[config.mk]
export PLATFORM = sky130hd
export DESIGN_NAME = dsrrc_top
export DESIGN_NICKNAME = d
export VERILOG_FILES = /design/src/dsrrc_pkg.sv /design/src/dsrrc_bank.sv /design/src/dsrrc_top.sv
export VERILOG_INCLUDE_DIRS = /design/src
export SDC_FILE = /design/constraint.sdc
export NUM_CORES = 1
export LEC_CHECK = 0
export ABC_AREA = 1
export BUFFER_PORTS_ARGS = -buffer_cell sky130_fd_sc_hd__buf_2
export CORE_AREA = 2 2 168 335
export CTS_CLUSTER_SIZE = 25
export DETAILED_ROUTE_END_ITERATION = 8
export DIE_AREA = 0 0 170 337
export GPL_ROUTABILITY_DRIVEN = 0
export PLACE_DENSITY = 0.67
export SYNTH_ARGS = -nofsm -noshare
export SYNTH_HDL_FRONTEND = slang
export SYNTH_HIERARCHICAL = 1
export SYNTH_SLANG_ARGS = --single-unit
[constraint.sdc]
create_clock -name CLK_I -period 6.7 [get_ports CLK_I]
set_clock_uncertainty 0.15 [all_clocks]
set_input_delay 1.005 -clock CLK_I [delete_from_list [all_inputs] [get_ports CLK_I]]
set_output_delay 1.005 -clock CLK_I [all_outputs]
set_load 0.02 [all_outputs]
[src/dsrrc_defines.svh]
// Offsets, field positions, reset values and timing counts
`ifndef DSRRC_DEFINES_SVH
`define DSRRC_DEFINES_SVH

// ----------------------------------------
// Register offsets (byte addresses)
// ----------------------------------------
`define DSRRC_OFF_MODE0      8'h00
`define DSRRC_OFF_MODE3      8'h04
`define DSRRC_OFF_LAT        8'h08
`define DSRRC_OFF_STATUS     8'h0c
`define DSRRC_OFF_CAL        8'h10
`define DSRRC_OFF_ROWBASE    8'h20

// ----------------------------------------
// Field positions and reset values
// ----------------------------------------
`define DSRRC_BL_FIXED8      2'h0
`define DSRRC_BL_OTF         2'h1
`define DSRRC_BL_FIXED4      2'h2
`define DSRRC_M3_EN_BIT      2
`define DSRRC_CAL_RESET      8'haa
`define DSRRC_AL_RESET       4'h0
`define DSRRC_CL_RESET       4'h5
`define DSRRC_CHOP_BIT       12
`define DSRRC_AP_BIT         10
`define DSRRC_NIBBLE_BIT     2

// ----------------------------------------
// Timing
// ----------------------------------------
`define DSRRC_CLK_MHZ        20
`define DSRRC_TRP_NS         15
`define DSRRC_TRP_CYC        (((`DSRRC_TRP_NS * `DSRRC_CLK_MHZ) + 999) / 1000)
`define DSRRC_CCD_CYC        4
`define DSRRC_BEATS_FULL     4'h8
`define DSRRC_BEATS_CHOP     4'h4

`endif

[src/dsrrc_pkg.sv]
// Types shared by the row and read control files
package dsrrc_pkg;
    typedef enum logic [2:0] {
        DSRRC_CMD_NOP = 3'b000,
        DSRRC_CMD_ACT = 3'b001,
        DSRRC_CMD_PRE = 3'b010,
        DSRRC_CMD_RD  = 3'b011,
        DSRRC_CMD_WR  = 3'b100
    } dsrrc_cmd_t;
    typedef enum logic [1:0] {
        DSRRC_BK_IDLE = 2'b00,
        DSRRC_BK_OPEN = 2'b01,
        DSRRC_BK_PRE  = 2'b10
    } dsrrc_bank_t;
endpackage : dsrrc_pkg

[src/dsrrc_bank.sv]
// One bank's row state and precharge timer
`timescale 1ns/100ps
`include "dsrrc_defines.svh"
module dsrrc_bank (
    input  wire logic                       clk_i,
    input  wire logic                       rst_i,
    input  wire logic                       act_i,
    input  wire logic                       pre_i,
    input  wire logic [15:0]                row_i,
    output dsrrc_pkg::dsrrc_bank_t          state_o,
    output logic      [15:0]                row_o
);
    import dsrrc_pkg::*;

    dsrrc_bank_t state_q;
    logic [15:0] row_q;
    logic [3:0]  trp_q;

    // ----------------------------------------
    // Row state
    // ----------------------------------------
    always_ff @(posedge clk_i) begin
        if (rst_i) begin
            state_q <= DSRRC_BK_IDLE;
            row_q   <= 16'h0000;
            trp_q   <= 4'h0;
        end else if (pre_i) begin
            // Restarts even when idle or already closing
            state_q <= DSRRC_BK_PRE;
            trp_q   <= 4'(`DSRRC_TRP_CYC);
        end else if (act_i) begin
            state_q <= DSRRC_BK_OPEN;
            row_q   <= row_i;
        end else if (state_q == DSRRC_BK_PRE) begin
            if (trp_q <= 4'h1) begin
                state_q <= DSRRC_BK_IDLE;
                trp_q   <= 4'h0;
            end else begin
                trp_q   <= trp_q - 4'h1;
            end
        end
    end

    assign state_o = state_q;
    assign row_o   = row_q;
endmodule : dsrrc_bank

[src/dsrrc_top.sv]
// Row activate, precharge and read burst control of a DRAM device
`timescale 1ns/100ps
`include "dsrrc_defines.svh"
module dsrrc_top (
    input  wire logic                       CLK_I,
    input  wire logic                       SRST_I,
    // Wishbone slave
    input  wire logic                       CYC_I,
    input  wire logic                       STB_I,
    input  wire logic                       WE_I,
    input  wire logic [7:0]                 ADR_I,
    input  wire logic [3:0]                 SEL_I,
    input  wire logic [31:0]                DAT_I,
    output logic      [31:0]                DAT_O,
    output logic                            ACK_O,
    // Command port, same clock as controller
    input  wire logic                       CMD_VALID_I,
    input  wire dsrrc_pkg::dsrrc_cmd_t      CMD_I,
    input  wire logic [2:0]                 BANK_I,
    input  wire logic [15:0]                ADDR_I,
    input  wire logic                       DLL_LOCKED_I,
    // Read data and command error flag
    output logic                            RD_VALID_O,
    output logic [7:0]                      RD_DATA_O,
    output logic                            CMD_ERR_O
);
    import dsrrc_pkg::*;

    localparam int NB = 8;

    // ----------------------------------------
    // Register state
    // ----------------------------------------
    logic [1:0]  bl_mode_q;
    logic        cal_en_q;
    logic [1:0]  cal_loc_q;
    logic [3:0]  al_q;
    logic [3:0]  cl_q;
    logic [7:0]  cal_pat_q;
    logic        err_q;
    logic        ack_q;
    logic [31:0] dat_q;

    // ----------------------------------------
    // Banks
    // ----------------------------------------
    dsrrc_bank_t bk_state [NB];
    logic [15:0] bk_row   [NB];
    logic [NB-1:0] act_sel;
    logic [NB-1:0] pre_sel;
    logic [NB-1:0] ap_sel_q;

    wire is_act   = CMD_VALID_I && (CMD_I == DSRRC_CMD_ACT);
    wire is_pre   = CMD_VALID_I && (CMD_I == DSRRC_CMD_PRE);
    wire is_rd    = CMD_VALID_I && (CMD_I == DSRRC_CMD_RD);
    wire is_wr    = CMD_VALID_I && (CMD_I == DSRRC_CMD_WR);
    wire pre_all  = ADDR_I[`DSRRC_AP_BIT];
    wire auto_pre = ADDR_I[`DSRRC_AP_BIT];
    wire bank_open = (bk_state[BANK_I] == DSRRC_BK_OPEN);
    // Column accesses need an open row unless served from the pattern
    wire col_ok   = bank_open || (is_rd && cal_en_q);

    genvar g;
    generate
        for (g = 0; g < NB; g++) begin : g_bank
            assign act_sel[g] = is_act && (BANK_I == 3'(g));
            assign pre_sel[g] = (is_pre && (pre_all || BANK_I == 3'(g)))
                                || ap_sel_q[g];
            dsrrc_bank u_bank (
                .clk_i   (CLK_I),
                .rst_i   (SRST_I),
                .act_i   (act_sel[g]),
                .pre_i   (pre_sel[g]),
                .row_i   (ADDR_I),
                .state_o (bk_state[g]),
                .row_o   (bk_row[g])
            );
        end
    endgenerate

    // ----------------------------------------
    // Burst length selection
    // ----------------------------------------
    // Bit twelve goes here and into the activated row, never into a column index
    wire chop_bit = ADDR_I[`DSRRC_CHOP_BIT];
    wire use_chop = (bl_mode_q == `DSRRC_BL_FIXED4) ||
                    ((bl_mode_q == `DSRRC_BL_OTF) && !chop_bit);
    wire [3:0] beats = use_chop ? `DSRRC_BEATS_CHOP : `DSRRC_BEATS_FULL;
    wire upper_nib   = use_chop && ADDR_I[`DSRRC_NIBBLE_BIT];
    wire [7:0] col_lo = ADDR_I[7:0];

    // ----------------------------------------
    // Read pipeline: delay line of issued reads
    // ----------------------------------------
    // Latency up to 30 cycles; fixed depth chosen to keep it flops only
    localparam int DL = 32;
    logic [DL-1:0] pend_q;
    logic [3:0]    pb_beats_q [DL];
    logic [DL-1:0] pb_cal_q;
    logic [DL-1:0] pb_up_q;
    logic [7:0]    pb_col_q [DL];
    wire  [4:0]    rl = 5'(al_q) + 5'(cl_q);
    wire           rd_go = is_rd && col_ok && DLL_LOCKED_I;

    always_ff @(posedge CLK_I) begin
        if (SRST_I) begin
            pend_q   <= '0;
            pb_cal_q <= '0;
            pb_up_q  <= '0;
            for (int i = 0; i < DL; i++) begin
                pb_beats_q[i] <= 4'h0;
                pb_col_q[i]   <= 8'h00;
            end
        end else begin
            for (int i = 0; i < DL-1; i++) begin
                pend_q[i]     <= pend_q[i+1];
                pb_beats_q[i] <= pb_beats_q[i+1];
                pb_cal_q[i]   <= pb_cal_q[i+1];
                pb_up_q[i]    <= pb_up_q[i+1];
                pb_col_q[i]   <= pb_col_q[i+1];
            end
            pend_q[DL-1] <= 1'b0;
            if (rd_go) begin
                // Slot rl-1 reaches the head rl cycles after the command
                pend_q[rl - 5'h1]     <= 1'b1;
                pb_beats_q[rl - 5'h1] <= beats;
                pb_cal_q[rl - 5'h1]   <= cal_en_q;
                pb_up_q[rl - 5'h1]    <= upper_nib;
                pb_col_q[rl - 5'h1]   <= col_lo;
            end
        end
    end

    // ----------------------------------------
    // Burst output
    // ----------------------------------------
    logic [3:0] left_q;
    logic [2:0] idx_q;
    logic       cal_q;
    logic [7:0] col_q;
    logic       rv_q;
    logic [7:0] rdat_q;
    wire  [7:0] pat = (cal_loc_q == 2'h0) ? cal_pat_q : 8'h00;
    wire        start = pend_q[0];
    wire  [2:0] s_idx = pb_up_q[0] ? 3'h4 : 3'h0;
    wire  [2:0] b_idx = start ? s_idx : idx_q;
    wire        b_cal = start ? pb_cal_q[0] : cal_q;
    wire  [7:0] b_col = start ? pb_col_q[0] : col_q;
    wire        b_on  = start || (left_q != 4'h0);
    // Array contents are not modelled; beats carry the column index
    wire  [7:0] b_dat = b_cal ? {8{pat[b_idx]}} : (b_col + 8'(b_idx));

    always_ff @(posedge CLK_I) begin
        if (SRST_I) begin
            left_q <= 4'h0;
            idx_q  <= 3'h0;
            cal_q  <= 1'b0;
            col_q  <= 8'h00;
            rv_q   <= 1'b0;
            rdat_q <= 8'h00;
        end else begin
            rv_q   <= b_on;
            rdat_q <= b_on ? b_dat : 8'h00;
            if (start) begin
                left_q <= pb_beats_q[0] - 4'h1;
                idx_q  <= s_idx + 3'h1;
                cal_q  <= pb_cal_q[0];
                col_q  <= pb_col_q[0];
            end else if (left_q != 4'h0) begin
                left_q <= left_q - 4'h1;
                idx_q  <= idx_q + 3'h1;
            end
        end
    end

    // ----------------------------------------
    // Auto precharge after column access
    // ----------------------------------------
    always_ff @(posedge CLK_I) begin
        if (SRST_I) begin
            ap_sel_q <= '0;
            err_q    <= 1'b0;
        end else begin
            // Other banks stay free for new column commands meanwhile
            for (int i = 0; i < NB; i++) begin
                ap_sel_q[i] <= (is_rd || is_wr) && bank_open && auto_pre
                               && (BANK_I == 3'(i));
            end
            if ((is_rd || is_wr) && !col_ok) begin
                err_q <= 1'b1;
            end else if (is_act && bank_open) begin
                err_q <= 1'b1;
            end else if (ack_q && WE_I && ADR_I == `DSRRC_OFF_STATUS) begin
                err_q <= 1'b0;
            end
        end
    end

    // ----------------------------------------
    // Wishbone registers
    // ----------------------------------------
    wire        req    = CYC_I && STB_I && !ack_q;
    wire        wr_req = req && WE_I && SEL_I[0];
    wire [2:0]  rbank  = ADR_I[4:2];
    wire        in_row = (ADR_I[7:5] == 3'h1);
    wire [31:0] rd_mux =
        (ADR_I == `DSRRC_OFF_MODE0)  ? {30'h0, bl_mode_q} :
        (ADR_I == `DSRRC_OFF_MODE3)  ? {29'h0, cal_en_q, cal_loc_q} :
        (ADR_I == `DSRRC_OFF_LAT)    ? {24'h0, cl_q, al_q} :
        (ADR_I == `DSRRC_OFF_STATUS) ? {22'h0, bk_state[7] == DSRRC_BK_OPEN,
                                        bk_state[6] == DSRRC_BK_OPEN,
                                        bk_state[5] == DSRRC_BK_OPEN,
                                        bk_state[4] == DSRRC_BK_OPEN,
                                        bk_state[3] == DSRRC_BK_OPEN,
                                        bk_state[2] == DSRRC_BK_OPEN,
                                        bk_state[1] == DSRRC_BK_OPEN,
                                        bk_state[0] == DSRRC_BK_OPEN,
                                        DLL_LOCKED_I, err_q} :
        (ADR_I == `DSRRC_OFF_CAL)    ? {24'h0, cal_pat_q} :
        in_row                       ? {16'h0, bk_row[rbank]} : 32'h0;

    always_ff @(posedge CLK_I) begin
        if (SRST_I) begin
            bl_mode_q <= `DSRRC_BL_FIXED8;
            cal_en_q  <= 1'b0;
            cal_loc_q <= 2'h0;
            al_q      <= `DSRRC_AL_RESET;
            cl_q      <= `DSRRC_CL_RESET;
            cal_pat_q <= `DSRRC_CAL_RESET;
            ack_q     <= 1'b0;
            dat_q     <= 32'h0;
        end else begin
            ack_q <= req;
            dat_q <= req ? rd_mux : 32'h0;
            if (wr_req) begin
                unique case (ADR_I)
                    `DSRRC_OFF_MODE0: bl_mode_q <= DAT_I[1:0];
                    `DSRRC_OFF_MODE3: begin
                        cal_en_q  <= DAT_I[`DSRRC_M3_EN_BIT];
                        cal_loc_q <= DAT_I[1:0];
                    end
                    `DSRRC_OFF_LAT: begin
                        al_q <= DAT_I[3:0];
                        cl_q <= (DAT_I[7:4] == 4'h0) ? 4'h1 : DAT_I[7:4];
                    end
                    `DSRRC_OFF_CAL: cal_pat_q <= DAT_I[7:0];
                    default: ;
                endcase
            end
        end
    end

    assign ACK_O      = ack_q;
    assign DAT_O      = dat_q;
    assign RD_VALID_O = rv_q;
    assign RD_DATA_O  = rdat_q;
    assign CMD_ERR_O  = err_q;
endmodule : dsrrc_top

Yosys cells after proc, flatten, opt, wreduce, memory -nomap -nowiden
Memories as Yosys holds them, arrays and structs flattened.
Cells that the tools add are included.

cells by class
  add/subtract/negate cells = 15
  magnitude comparators = 13
  eq/ne operators = 43
  multiplexer cells = 174
  bitwise operators = 85
  reductions and logical operators = 176

operators with widths
  cell                   count
  $mux W8                36
  $mux W4                44
  $mux W31               3
  $reduce_and A2 Y1      44
  $mux W2                35
  $bwmux W32             2
  $or A1 B1 Y1           62
  $reduce_bool A3 Y1     17
  $reduce_bool A2 Y1     25
  $bmux W16 S3           1
  $logic_and A1 B1 Y1    44
  $sub A4 B1 Y4 const B  10
  $mux W1                38
  $le A4 B1 Y1 const B   8
  $mux W16               2
  $or A31 B32 Y32        1
  $mux W10               3
  $reduce_or A2 Y1       11
  $eq A2 B1 Y1 const B   10
  $logic_or A1 B1 Y1     20
  $not A1 Y1             20
  $eq A2 B2 Y1 const B   9
  $eq A8 B4 Y1 const B   2
  $ne A2 B2 Y1 const B   8
  other kinds (30)       51

word-level totals
  register bits = 360
  bits in writable memories = 384
  bits of input ports = 73
  output and inout bits = 43
  memories kept = 2

memory list
  memory      words  width  read ports  clocked after Yosys merged registers in  wr ports  RTL line          source
  pb_col_q    32     8      32          0                                        32        dsrrc_top.sv:101  logic [7:0] pb_col_q [DL];
  pb_beats_q  32     4      32          0                                        32        dsrrc_top.sv:98   logic [3:0] pb_beats_q [DL];

Longest topological paths before layout
Gate-level depths: netlist of run 1.

  word-level depth = 13
  gate-level depth with buffers = 16
  mapped depth without buffers = 14

Hierarchy
Netlist of run 1, hierarchy kept.

by module, submodules not included
  module      times used  cells each  area an instance (um^2)  sequential area each (um^2)
  dsrrc_top   1           2,807       20,317.0                 9,869.5
  dsrrc_bank  8           117         927.1                    440.4

Worst setup path before layout of run 1
No wires, ideal clock.

  path kind = register to register
  from = register cl_q[1]
  to = memory pb_beats_q[31][2] (enable)
  library setup time = 0.340 ns
  data arrival time = 2.416 ns
  setup slack = 3.794 ns
  cell stages (with the launch flop) = 11
  path buffers = 1
  cell sequence = dfxtp_1 inv_1 ha_1 inv_1 ha_1 fa_1 buf_2 clkinv_1 nor2_2 nand4_1 nand2_1

RTL lines
  element                 RTL line          source
  start, declared         dsrrc_top.sv:38   logic [3:0] cl_q;
  start signal, assigned  dsrrc_top.sv:228  cl_q <= `DSRRC_CL_RESET;
  start signal, assigned  dsrrc_top.sv:244  cl_q <= (DAT_I[7:4] == 4'h0) ? 4'h1 : DAT_I[7:4];
  end, declared           dsrrc_top.sv:98

==> results of run 1 <==
kinds of logic (layout without fill, tap and decap cells):
group           after synthesis  after routing
compound gates              636            636
xor+xnor                     12             12
fa+ha+maj                    30             30
buf+inv                     430            390
flops                       664            664
mux                           2              2
other cells                   1             16
simple gates               1968           1968
layer usage:
metal | vias to the layer above | GRT usage | wire (µm)
li1 | 11838 | - | -
met5 | - | 0 | 0
met3 | 116 | 0.03334 | 3875
met4 | 0 | 0.07692 | 2001
met1 | 10764 | 0.3012 | 29380
met2 | 598 | 0.4021 | 32120
cells in the mapped netlist (17+ instances only):
library cell  instances  share of area
nand2_1            1190           0.16
nor2_1              339          0.046
dfxtp_1             654           0.47
buf_4                42          0.011
inv_1               165          0.022
nor2_2               86          0.019
buf_1                17         0.0023
o21ai_0             320          0.058
ha_1                 28          0.013
nand4_1              54          0.012
clkbuf_1            106          0.014
a21oi_1             154          0.028
buf_2                59          0.011
nor2_4               34          0.014
nand3_1             235          0.042
o21ai_1              99          0.018
through the flow:
| stage | hold slack, ns | std cells | utilization | setup WS [ns] |
|---|---|---|---|---|
| 5_1_grt | 0.2813 | 4400 | 0.5421 | 2.283 |
| 3_5_place_dp | 0.2607 | 4293 | 0.5069 | 2.330 |
| 3_3_place_gp | 0.2556 | 4293 | 0.5069 | 2.494 |
| 6_report | 0.2715 | 4400 | 0.5421 | 2.493 |
| 2_1_floorplan | 0.2535 | 3758 | - | 3.794 |
| 4_1_cts | 0.2729 | 4400 | 0.5421 | 2.555 |
layout by cell type (no fill, tap or decap), drive strengths merged:
| master | count |
|---|---|
| buf | 97 |
| nand2 | 1191 |
| nand4 | 54 |
| conb | 16 |
| edfxtp | 10 |
| o21bai | 12 |
| a22o | 4 |
| clkbuf | 74 |
| nor3 | 11 |
| clkinvlp | 6 |
| xor2 | 10 |
| clkinv | 19 |
| or2 | 9 |
| a21oi | 154 |
| a21boi | 1 |
| and2 | 1 |
| bufinv | 7 |
| nor2 | 459 |
| dfxtp | 654 |
| fa | 2 |
| ha | 28 |
| xnor2 | 2 |
| a21o | 3 |
| o21a | 14 |
| a41oi | 12 |
| inv | 187 |
| nand3b | 5 |
| nand3 | 238 |
| o21ai | 419 |
| mux2i | 2 |
| a211oi | 1 |
| a22oi | 4 |
| a31oi | 2 |
| o211ai | 10 |
final timing paths:
path	to	slack [ns]
worst max register to register	pb_beats_q[6][3]$_DFF_P_	2.49
worst min-delay path	pend_q[22]$_SDFF_PP0_	0.27
worst max-delay path	pb_beats_q[6][3]$_DFF_P_	2.49
worst min register to register	pend_q[22]$_SDFF_PP0_	0.27
registers in the layout, indices dropped and copies added (netlist names), 32 cells and up:
| signal | cells |
|---|---|
| pb_cal_q | 32 |
| pend_q | 32 |
| pb_col_q | 256 |
| g_bank.u_bank/trp_q | 32 |
| g_bank.u_bank/row_o | 128 |
| pb_up_q | 32 |
| pb_beats_q | 64 |
layout make-up:
type                    count  area [µm²]
fillers                  5165       25160
clock buffers              74        1551
well taps                 682       853.3
flip-flops and latches    664       13390
inverters                 186       725.7
multi-input cells        2664       12340
repair buffers             97       550.5
clock inverters            33       379.1
power by group through the flow:
stage / Sequential [mW] / Clock, mW / Combinational (mW)
3_3_place_gp: 4.10 / 0 / 0.395
3_5_place_dp: 4.11 / 0 / 0.402
5_1_grt: 4.02 / 3.63 / 0.452
4_1_cts: 4.02 / 3.48 / 0.404
2_1_floorplan: 4.11 / 0 / 0.272
6_report: 4.02 / 3.43 / 0.405
critical path, delay by kind of cell (launching register included):
kind,cells,cell delay [ns]
adders and majority gates,3,1.02
buffers and inverters,4,0.96
DFF,1,0.37
and+or+nand+nor,5,1.63
==> run_results.csv, run 1 <==
group,metric,value,unit
grt,antenna_found_initial,0,
yosys,async_flop_share,0,
yosys,ys_types,45,
clock_tree,htreeDepth,2,
grt,overflow,0,
route,drt-initial-drc-count,1833,
yosys,ys_warn_count,6,
min_path,hold_depth,2,
route,wl_per_cell,15.31,µm
die,die-height,337,µm
min_path,hold_path.class,"flip-flop to flip-flop",
place,port_buffers,72,
power_and_ir_drop,pwr-share-comb,0.052,
clock_tree,postCtsSetupRepairBufs,0,
power_and_ir_drop,switching_share,0.2341,
clock_tree,worstSkewPairLatency,0.62,ns
power_and_ir_drop,p_clk_frac,0.437,
power_and_ir_drop,power.density,263.5,nW/µm²
route,routed_wl,67.38,mm
route,drc,0,
place,dp.final_hpwl,41.71,mm
clock_tree,clock_path_buffers,3,
route,vias_per_cell,5.299,
yosys,avgSynthCellArea,7.410,µm²
timing,slew_headroom,0.1553,
cells_and_area,antennaDiodeCount,0,
cells_and_area,layout-drive-gt1-share,0.09494,
setup_path,arrival,4.59,ns
setup_path,cp_common_cell,"nand2_1",
timing,fin_crit_sh,0.6279,
timing,period_minus_slack,4.207,ns
yosys,synth_cells,3743,
power_and_ir_drop,ir_worst_vdd,0.2397,mV
clock_tree,path_clk_slew,0.07,ns
yosys,syn_area,27730,µm²
timing,rsz0062_at_grt,"false",
clock_tree,cts-root-buf,"clkbuf_16",
clock_tree,cts_num_sinks,664,
setup_path,reg2reg_depth,12,
cells_and_area,syn2layout_area_growth,7.408,%
yosys,synth_top_family_by_area,"simple AND/OR/NAND/NOR gates",
setup_path,cp_max_fo,17,
die,core_region_area,54950,µm²
cells_and_area,nNetsFinal,3773,
yosys,muxShareOfSynthArea,0.0007218,
power_and_ir_drop,power,7.850,mW
die,fp-row-count,122,
power_and_ir_drop,p_switching,1.838,mW
power_and_ir_drop,internal_power,6.012,mW
clock_tree,cts_buffers,57,
setup_path,cp_data_required_time,7.08,ns
grt,grt_max_degree,114,
die,initial_core_util,0.5047,
route,ant_nets,0,
timing,slew_violations,0,
timing,worst_pin_slew,1.262,ns
status,status,"completed",
clock_tree,cts_resized,0,
setup_path,cpPeakStageDelay,0.72,ns
grt,grt_pass1_vias,21442,
die,die-area,57290,µm²
die,io_pins,116,
timing,max_clock_freq,0.2377,GHz
yosys,synth_ff_type,"dfxtp_1",
route,vias,23316,
yosys,synth-xor-area-share,0.003790,
grt,grt_pass1_wl,109.9,mm
yosys,synth-simple-area-share,0.3018,
grt,grt_use_total,0.2339,
setup_path,worstSetupPathType,"flip-flop to flip-flop",
place,placed_area,27860,µm²
timing,finalHoldViolCount,0,
yosys,synth_compound_area_frac,0.1211,
run,maxCapViolations,0,
setup_path,slowest_stage,"nor2_1",
clock_tree,hold_buffers,0,
clock_tree,cts_tree,"done",
cells_and_area,design_area,29790,µm²
yosys,synthAdderAreaFrac,0.01408,
yosys,yosysSeqAreaShare,0.4829,
route,drtPass1Iterations,5,
yosys,synth_edf_count,10,
power_and_ir_drop,power_leakage,12.04,nW
setup_path,reg2reg_from,"cl_q[1]$_SDFFE_PP0P_",
die,die_w,170,µm
timing,setup_viol,0,
setup_path,critical_path.cell_chain,"inv_1 -> ha_1 -> inv_1 -> ha_1 -> fa_1 -> buf_4 -> clkinv_1 -> nor2_2 -> nand2_1 -> nor2_1 -> nand2_1 -> nand2_1",
power_and_ir_drop,pwr-share-seq,0.512,
timing,totalNegativeSetupSlack,0,ns
setup_path,start_kind,"flip-flop",
min_path,hp-start,"pend_q[23]$_SDFF_PP0_",
setup_path,endpoint_kind,"flip-flop",
setup_path,startpoint,"cl_q[1]$_SDFFE_PP0P_",
yosys,synth_seq_cells,664,
(Power assumes the default switching activity.)
==> run 2: changes to the inputs <==
--- a/config.mk
+++ b/config.mk
@@ -6,14 +6,14 @@
 export SDC_FILE = /design/constraint.sdc
 export NUM_CORES = 1
 export LEC_CHECK = 0
-export ABC_AREA = 1
+export ABC_AREA = 0
 export BUFFER_PORTS_ARGS = -buffer_cell sky130_fd_sc_hd__buf_2
-export CORE_AREA = 2 2 168 335
+export CORE_AREA = 2 2 170 338
 export CTS_CLUSTER_SIZE = 25
 export DETAILED_ROUTE_END_ITERATION = 8
-export DIE_AREA = 0 0 170 337
+export DIE_AREA = 0 0 172 340
 export GPL_ROUTABILITY_DRIVEN = 0
-export PLACE_DENSITY = 0.67
+export PLACE_DENSITY = 0.7
 export SYNTH_ARGS = -nofsm -noshare
 export SYNTH_HDL_FRONTEND = slang
 export SYNTH_HIERARCHICAL = 1
==> constraint.sdc (replaced) <==
create_clock -name CLK_I -period 3.63 [get_ports CLK_I]
set_clock_uncertainty 0.15 [all_clocks]
set_input_delay 0.5445 -clock CLK_I [delete_from_list [all_inputs] [get_ports CLK_I]]
set_output_delay 0.5445 -clock CLK_I [all_outputs]
set_load 0.02 [all_outputs]
==> run_results.csv, run 2 <==
group,metric,value,unit
cells_and_area,final_cell_mix,"654 x dfxtp_1, 428 x mux2i_1, 408 x nand2b_1",
die,io_pins,116,
route,drc,0,
die,die-height,340,µm
yosys,synthAdderAreaFrac,0.01386,
grt,grt_pass1_vias,20198,
clock_tree,clock_path_buffers,3,
die,fp-row-count,123,
die,initial_core_util,0.5027,
yosys,synth_top_area_frac,0.4649,
yosys,avgSynthCellArea,10.14,µm²
yosys,synth_edf_count,10,
yosys,muxShareOfSynthArea,0.1821,
cells_and_area,syn2layout_area_growth,9.638,%
power_and_ir_drop,ir_worst_vdd,0.4280,mV
clock_tree,cts_buffers,55,
cells_and_area,largest_reg_flops,256,
route,drt-initial-drc-count,1119,
power_and_ir_drop,power_leakage,13.46,nW
yosys,ys_types,73,
yosys,yosys.area.top_type,"dfxtp_1",
power_and_ir_drop,p_clk_frac,0.448,
power_and_ir_drop,pwr-share-comb,0.050,
timing,fin_crit_sh,0.9064,
setup_path,cp_max_fo,10,
yosys,synth_compound_area_frac,0.09402,
min_path,hold_path.class,"input port to flip-flop",
timing,worst_pin_slew,1.149,ns
clock_tree,cts_num_sinks,664,
yosys,synth_top_family_by_area,"multiplexers",
setup_path,start_kind,"flip-flop",
clock_tree,hold_buffers,0,
clock_tree,path_clk_slew,0.07,ns
place,dp.final_hpwl,43.49,mm
cells_and_area,layout-drive-gt1-share,0.1168,
timing,period_minus_slack,3.290,ns
grt,antenna_found_initial,3,
timing,slew_headroom,0.2343,
yosys,synth-xor-area-share,0.002799,
place,port_buffers,72,
yosys,synth_commonest_cells,"654 x dfxtp_1, 428 x mux2i_1, 408 x nand2b_1, 283 x nand2_1, 215 x a21oi_1",
power_and_ir_drop,power,14.71,mW
place,dp_slack,0.3385,ns
route,routed_wl,63.09,mm
timing,setup_viol,0,
setup_path,worstSetupPathType,"flip-flop to flip-flop",
power_and_ir_drop,pwr-share-seq,0.502,
cells_and_area,nFillCells,4929,
cells_and_area,layout_commonest_cell,"dfxtp_1",
route,drtPass1Iterations,6,
timing,finalHoldViolCount,0,
yosys,synth-simple-area-share,0.1748,
power_and_ir_drop,switching_share,0.2189,
yosys,synth_ff_type,"dfxtp_1",
clock_tree,cts_resized,0,
route,wl_per_cell,17.72,µm
clock_tree,cts_tree,"done",
clock_tree,worstSkewPairLatency,0.60,ns
power_and_ir_drop,p_switching,3.221,mW
yosys,ys_warn_count,6,
timing,max_clock_freq,0.3039,GHz
run,maxCapViolations,0,
die,die-area,58480,µm²
yosys,yosysMostFrequentCell,"dfxtp_1",
yosys,async_flop_share,0,
yosys,synth_cells,2777,
status,status,"completed",
power_and_ir_drop,power.density,476.5,nW/µm²
timing,rsz0062_at_grt,"false",
cells_and_area,nNetsFinal,2868,
setup_path,cp_data_required_time,3.78,ns
grt,grt_max_degree,117,
setup_path,arrival,3.44,ns
yosys,syn_area,28160,µm²
die,die_w,172,µm
power_and_ir_drop,internal_power,11.49,mW
yosys,synth_seq_cells,664,
die,core_region_area,56020,µm²
clock_tree,cts-root-buf,"clkbuf_16",
route,vias_per_cell,5.408,
clock_tree,htreeDepth,2,
timing,slew_violations,0,
yosys,synth_area_leaders,"dfxtp_1 46%, mux2i_1 15%, nand2b_1 9.1%",
grt,grt_use_total,0.2162,
setup_path,endpoint_kind,"flip-flop",
timing,worst_slack,0.3398,ns
route,vias,19252,
clock_tree,postCtsSetupRepairBufs,0,
cells_and_area,top_register,"pb_col_q",
yosys,yosysSeqAreaShare,0.4756,
grt,overflow,0,
route,ant_nets,0,
timing,totalNegativeSetupSlack,0,ns
grt,grt_pass1_wl,102.2,mm
run 2: changes by cell type after synthesis, moves of 61 or more:
| cell | change |
|---|---|
| nor2_2 | -85 |
| a21oi_1 | +61 |
| o21ai_1 | -98 |
| nand2b_1 | +408 |
| nor2_1 | -250 |
| mux2i_1 | +426 |
| o21ai_0 | -307 |
| inv_1 | -62 |
| nand3_1 | -217 |
| nand2_1 | -907 |
run 2: power groups by stage:
stage | combinational, mW | sequential, mW | clock [mW]
after floorplan | 0.502 | 7.56 | 0
after global placement | 0.693 | 7.55 | 0
after detailed placement | 0.723 | 7.55 | 0
after CTS | 0.728 | 7.39 | 6.73
after global routing | 0.791 | 7.39 | 7.01
final | 0.731 | 7.39 | 6.59
run 2: final timing paths:
check,slack (ns),cells after the start,from,endpoint
max,0.34,11,al_q[1]$_SDFFE_PP0P_,pb_col_q[31][4]$_SDFFCE_PN0P_
min,0.08,3,DAT_I[2],cal_pat_q[2]$_SDFFE_PP0P_
max reg2reg,0.34,11,al_q[1]$_SDFFE_PP0P_,pb_col_q[31][4]$_SDFFCE_PN0P_
min reg2reg,0.28,2,pend_q[29]$_SDFF_PP0_,pend_q[28]$_SDFF_PP0_
run 2: cell families (layout without fill, tap and decap cells):
family,after synthesis,in the layout
compound gates,365,365
xor+xnor,9,9
fa+ha+maj,30,30
buf+inv,322,338
flops,664,664
mux,467,467
other cells,1,18
simple gates,919,919
run 2: per-layer routing:
metal | GRT usage | up-vias | wire [µm]
li1 | - | 9274 | -
met1 | 0.2228 | 9281 | 22960
met2 | 0.4137 | 511 | 34150
met3 | 0.02977 | 182 | 2750
met4 | 0.1129 | 4 | 3209
met5 | 0 | - | 22
run 2: final cells by class:
cell class	instances	area [µm²]	area share
multi-input cells	1806	13240	0.4289
inverters	104	390.4	0.01264
clock inverters	28	449.2	0.01455
flip-flops and latches	664	13390	0.4338
well taps	750	938.4	0.03040
clock buffers	72	1583	0.05127
diodes	2	5.005	0.0001621
repair buffers	134	873.3	0.02829
run 2: worst max-delay path: stages, from the launching register on:
cell      delay, ns
dfxtp_1        0.37
inv_1          0.07
ha_1           0.27
inv_1          0.04
ha_1           0.21
fa_1           0.48
xor2_1         0.22
nand4_1        0.22
nor3_4         0.36
o211ai_1       0.26
nand2b_1       0.13
buf_4          0.20
run 2: metrics by stage:
stage	hold slack, ns	instance area, µm²	instances	utilization
floorplan	0.2608	28220	2792	-
global placement	0.2689	28840	3458	0.5148
detailed placement	0.2694	28840	3458	0.5148
CTS	0.04732	30870	3558	0.5510
global route	0.07830	30870	3559	0.5511
finish	0.07999	30870	3560	0.5511
